--- src/afs_pkg.sv ---
// Package with field layout, widths and reset values of the front-end status register
package afs_pkg;
    // ------------------------------------------------------------
    // Register layout
    // ------------------------------------------------------------
    localparam int AFS_STATUS_W = 9;
    localparam int AFS_CHAN_N = 3;
    localparam int AFS_POS_PARITY = 0;
    localparam int AFS_POS_ALARM = 1;
    localparam int AFS_POS_WOKE_LSB = 2;
    localparam int AFS_POS_GAIN = 5;
    localparam int AFS_POS_ACTIVE_LSB = 6;
    localparam logic [8:0] AFS_STATUS_RST = 9'h001;
    localparam logic AFS_PARITY_RST = 1'b1;
    localparam logic AFS_ALARM_RST = 1'b0;
    localparam logic AFS_WOKE_RST = 1'b0;
    localparam logic AFS_ACTIVE_RST = 1'b0;
    localparam logic AFS_ALERT_N_RST = 1'b0;
endpackage : afs_pkg

--- src/afs_sticky_bit.sv ---
// Sticky status bit: hardware set wins over any clear in the same cycle
`timescale 1ns/1ps
module afs_sticky_bit #(
    parameter logic RST_VAL = 1'b0
) (
    // Clock and reset
    input wire logic clk,
    input wire logic resetn,
    // Control
    input wire logic set,
    input wire logic clr,
    // State
    output logic q
);
    logic q_ff;
    logic nxt_q;

    assign nxt_q = set | (q_ff & ~clr);
    assign q = q_ff;

    always_ff @(posedge clk) begin
        if (!resetn) begin
            q_ff <= RST_VAL;
        end else begin
            q_ff <= nxt_q;
        end
    end
endmodule : afs_sticky_bit

--- src/afs_status_reg.sv ---
// Nine-bit analog front end status register with alert output
`timescale 1ns/1ps
module afs_status_reg
    import afs_pkg::*;
(
    // Clock and reset (reset acts as front-end power-on reset)
    input wire logic clk,
    input wire logic resetn,
    // Command strobes from the serial command decoder
    input wire logic status_read_cmd,
    input wire logic soft_reset,
    // Event and level inputs from front-end logic
    input wire logic alarm_expired,
    input wire logic parity_err,
    input wire logic [2:0] chan_passing,
    input wire logic gain_ctrl_busy,
    input wire logic standby,
    input wire logic [2:0] chan_wake_evt,
    // Configuration register zero bit 4
    input wire logic alarm_alert_en,
    // Status outputs
    output logic [8:0] status_rdata,
    output logic status_rvalid,
    output logic [8:0] front_end_status,
    output logic alert_n
);
    // ------------------------------------------------------------
    // Status fields
    // ------------------------------------------------------------
    logic parity_error_flag_ff;
    logic alarm_flag;
    logic [2:0] chan_woke;
    logic [2:0] chan_active_ff;
    logic gain_ctrl_active_ff;
    logic [8:0] status_rdata_ff;
    logic status_rvalid_ff;
    logic alert_n_ff;

    // Activity bits are level copies of the channel state; a sleep
    // command has no term here or anywhere else in the status update.
    always_ff @(posedge clk) begin
        if (!resetn) begin
            chan_active_ff <= {AFS_CHAN_N{AFS_ACTIVE_RST}};
            gain_ctrl_active_ff <= AFS_ACTIVE_RST;
        end else if (soft_reset) begin
            chan_active_ff <= {AFS_CHAN_N{AFS_ACTIVE_RST}};
            gain_ctrl_active_ff <= AFS_ACTIVE_RST;
        end else begin
            chan_active_ff <= chan_passing & {AFS_CHAN_N{~standby}};
            gain_ctrl_active_ff <= gain_ctrl_busy & ~standby;
        end
    end

    // Parity flag is real time; it survives soft reset and reads
    always_ff @(posedge clk) begin
        if (!resetn) begin
            parity_error_flag_ff <= AFS_PARITY_RST;
        end else begin
            parity_error_flag_ff <= parity_err;
        end
    end

    // ------------------------------------------------------------
    // Sticky flags
    // ------------------------------------------------------------
    // Alarm clears only on a status read, never on soft reset
    afs_sticky_bit #(
        .RST_VAL(AFS_ALARM_RST)
    ) u_alarm (
        .clk(clk),
        .resetn(resetn),
        .set(alarm_expired),
        .clr(status_read_cmd),
        .q(alarm_flag)
    );

    genvar gi;
    generate
        for (gi = 0; gi < AFS_CHAN_N; gi++) begin : g_woke
            afs_sticky_bit #(
                .RST_VAL(AFS_WOKE_RST)
            ) u_woke (
                .clk(clk),
                .resetn(resetn),
                .set(chan_wake_evt[gi]),
                .clr(soft_reset),
                .q(chan_woke[gi])
            );
        end
    endgenerate

    // ------------------------------------------------------------
    // Read path and alert
    // ------------------------------------------------------------
    function automatic logic [8:0] pack_status(
        input logic [2:0] act,
        input logic gain,
        input logic [2:0] woke,
        input logic alarm,
        input logic par
    );
        pack_status = {act, gain, woke, alarm, par};
    endfunction : pack_status

    assign front_end_status = pack_status(chan_active_ff, gain_ctrl_active_ff,
                                          chan_woke, alarm_flag, parity_error_flag_ff);

    // The read returns the value before the alarm is cleared, so a timeout
    // is reported once and not lost.
    always_ff @(posedge clk) begin
        if (!resetn) begin
            status_rdata_ff <= AFS_STATUS_RST;
            status_rvalid_ff <= 1'b0;
        end else begin
            status_rvalid_ff <= status_read_cmd;
            if (status_read_cmd) begin
                status_rdata_ff <= front_end_status;
            end
        end
    end

    always_ff @(posedge clk) begin
        if (!resetn) begin
            alert_n_ff <= AFS_ALERT_N_RST;
        end else begin
            alert_n_ff <= ~(parity_error_flag_ff | (alarm_flag & alarm_alert_en));
        end
    end

    assign status_rdata = status_rdata_ff;
    assign status_rvalid = status_rvalid_ff;
    assign alert_n = alert_n_ff;
endmodule : afs_status_reg

--- config.mk ---
export PLATFORM = sky130hd
export DESIGN_NAME = afs_status_reg
export DESIGN_NICKNAME = d
export VERILOG_FILES = /design/src/afs_pkg.sv /design/src/afs_sticky_bit.sv /design/src/afs_status_reg.sv
export SDC_FILE = /design/constraint.sdc
export NUM_CORES = 1
export LEC_CHECK = 0
export ABC_AREA = 1
export BUFFER_PORTS_ARGS = -buffer_cell sky130_fd_sc_hd__clkbuf_2
export CORE_ASPECT_RATIO = 0.8
export CORE_UTILIZATION = 39
export DETAILED_ROUTE_END_ITERATION = 10
export GPL_ROUTABILITY_DRIVEN = 0
export PLACE_DENSITY = 0.79
export SYNTH_ARGS = -nofsm -noshare
export SYNTH_HDL_FRONTEND = slang
export SYNTH_SLANG_ARGS = --single-unit
--- constraint.sdc ---
create_clock -name clk -period 0.8 [get_ports clk]
set_input_delay 0.16 -clock clk [delete_from_list [all_inputs] [get_ports clk]]
set_output_delay 0.16 -clock clk [all_outputs]
set_load 0.05 [all_outputs]
==> results.md <==
* Status: complete, but fails checks
* Violated checks: negative setup slack
* Slowest CP cell: dfxtp_2
* Setup crit start kind: register
* NumNets Final at between 100 and 150
* Ranking of synthesized cells by area: dfxtp_1 54%, nor2_1 9.7%, nand2_1 8.2%, buf_4 6.1%, o21ai_0 4.8%
* Die Y at approximately 41 um
* Largest family of logic cells by synthesized area: simple AND/OR/NAND/NOR gates
* Antenna viol nets, final at 0
* Fin crit share at 1.223
* Worst Reg-to-Reg Cells at 3
* TNS Setup at -3.250 ns
* Top-area cell type share of the netlist area at 0.5442
* Dpl hpwl at around 1100 um
* Simple-gate share of the synthesized area at 0.2398
* EDFF count, synth at 0
* Worst min-delay path category: in2reg
* Achievable frequency at slightly above 1000 MHz
* Root Buffer: clkbuf_4
* Ys Warns at 0
* Unrepaired setup endpoints after global routing: yes
* Synth Area in Compound Gates at 0.06633
* Post-Syn Area at between 700 and 800 sq um
* Number of hold violations in the final report at 0
* Top-count cell post-synth: dfxtp_1
* Clk slew on worst S/H paths at ~0.12 ns
* Pwr dens at about 2000 nW/um^2
* Max cap viols at 0
* Total power at ~2500 uW
* Worst setup margin at -0.1782 ns
* DRC viols at 0
* Cell accounting for the most synthesized area: dfxtp_1
* Worst EP arrival at ~0.82 ns
* Die width at ~50 um
* Via/cell ratio at between 4 and 5
* Area delta synth->final at 69.05%
* Critical-path cell list: buf_8
* Setup CP Type: reg2out
* Final instance area at about 1200 sq um
* FILL cells at around 120
* Layout cells sized above 1 at 0.5906
* Clk buf depth at 2
* Row count at 13
* Vias in the first global route at between 500 and 600
* Buf/Inv on CP at 1
* Worst stage delay on the critical path at about 0.37 ns
* Adder-cell share of the synthesized area at 0
* Final setup viols at 20
* CTS tree: built
* Post-synth top cells: 20 x dfxtp_1, 19 x nor2_1, 16 x nand2_1, 7 x o21ai_0, 6 x buf_4
* GRT Total Usage at 0.1606
* Setup Skew at 0.0005544 ns
* Sequential fraction of the synthesis area at 0.5442
* Async SR Flop Fraction at 0
* Num CTS Buffers at 3
* Clock sinks at 20
* Slew Limit Headroom at 0.8364
* Initial Util at 0.4349
* # diodes at 0
* Overflow after GRT at 0
* Ports at 35
* Antenna violations before repair at 0
* Top Family by Delay on Critical Path: flip-flops
* CP max FO at 2
* Post-Synth XOR/XNOR Area at 0
* Required time of the critical path at roughly 0.64 ns
* Worst-Margin Slew at roughly 0.25 ns
* Initial DRT Pass Iterations at 4
* Largest net degree at the start of global routing at 15
* Port bufs at 34
* Final wirelength at 1524 um
* Crit path time final at 0.9782 ns
* Synth unique cells at 15
* Fin. max-slew vios at 0
* Syn nets at 102
* Worst VDD drop at about 1800 uV
* Main synth FF type: dfxtp_1
* Register bit total from synthesis at 20
* H-tree depth at 1
* Syn avg cell area at ~8.5 sq um
* Drt initial violations at 5
* Cts hold-fix bufs at 0
* Mux share of post-synthesis cell area at 0
* Clk Latency, worst-skew pair at just under 0.3 ns
* First-pass GRT wire length at between 2000 and 2500 um
* Via Count at about 660
* WL/cell at 10.23 um
* Core area at approximately 1700 sq um
* Levels on crit path at 1
* Leak at 0.0006116 uW
* Post-Place Cell Area at between 800 and 900 sq um
* Setup crit end kind: output port
* Post-Synthesis Cells at 87
* Full die area at about 2100 sq um
* Hold Path Depth at 2
-- metrics by stage --
| stage | util | setup WS (ns) | std cells | hold slack, ns |
|---|---|---|---|---|
| floorplan | - | 0.05267 | 87 | 0.2598 |
| global placement | 0.5311 | 0.01037 | 139 | 0.3417 |
| detailed placement | 0.5311 | -0.005262 | 139 | 0.3490 |
| CTS | 0.7093 | -0.2046 | 147 | 0.02709 |
| global route | 0.7352 | -0.2201 | 149 | 0.01234 |
| finish | 0.7352 | -0.1782 | 149 | 0.02894 |
-- state kept, by name, summed over array words and instances, names as in the netlist --
signal                flops
alert_n                   1
chan_active_ff            3
g_woke.u_woke.q           3
gain_ctrl_active_ff       1
parity_error_flag_ff      1
status_rdata              9
status_rvalid             1
u_alarm.q                 1
-- cell usage in the layout, fill, tap and decap left out, drive strengths merged --
cell	synthesis	final
a21oi	1	1
buf	9	28
bufinv	0	1
clkbuf	0	20
dfxtp	20	20
inv	6	6
nand2	17	17
nand3	4	4
nor2	21	21
o21ai	8	8
or2	1	1
-- worst paths after layout --
kind | from | end | slack (ns)
max | status_rdata[0]$_SDFFE_PN1P_ | status_rdata[0] | -0.18
min | parity_err | parity_error_flag_ff$_SDFF_PN1_ | 0.03
max reg2reg | status_rdata[1]$_SDFFE_PN0P_ | status_rdata[1]$_SDFFE_PN0P_ | 0.04
min reg2reg | chan_active_ff[0]$_SDFF_PP0_ | status_rdata[6]$_SDFFE_PN0P_ | 0.51
-- metal layers --
layer  GRT usage  up-vias  wire [um]
met5           0        -          0
met1      0.1792      290        670
met3     0.07778        0        102
met4     0.02083        0          0
met2      0.2933       26        752
li1            -      342          -
-- power by group --
part / internal [uW] / leakage [uW] / switching, uW
registers: 1060 / 0.000171 / 48.1
logic: 250 / 0.000413 / 310
clock network: 506 / 0.0000279 / 300
-- area by class of cell --
class,instances,area (sq um),area share
inverter,6,22.52,0.01811
clock buffer,3,22.52,0.01811
timing repair buffer,45,483.0,0.3883
tap,22,27.53,0.02213
multi-input combinational,52,232.7,0.1871
clock inverter,1,30.03,0.02414
sequential,20,425.4,0.3421
-- what timing repair did --
item                                    4_1_cts  5_1_grt
resized for setup                            51       19
endpoints found under the setup margin       20       21
setup buffers                                 4        3
-- cell families after synthesis --
logic type,after synthesis
AOI/OAI and AO/OA,9
buffers and inverters,15
DFF,20
and+or+nand+nor,43
No activity file was read; power rests on OpenSTA's default activity.
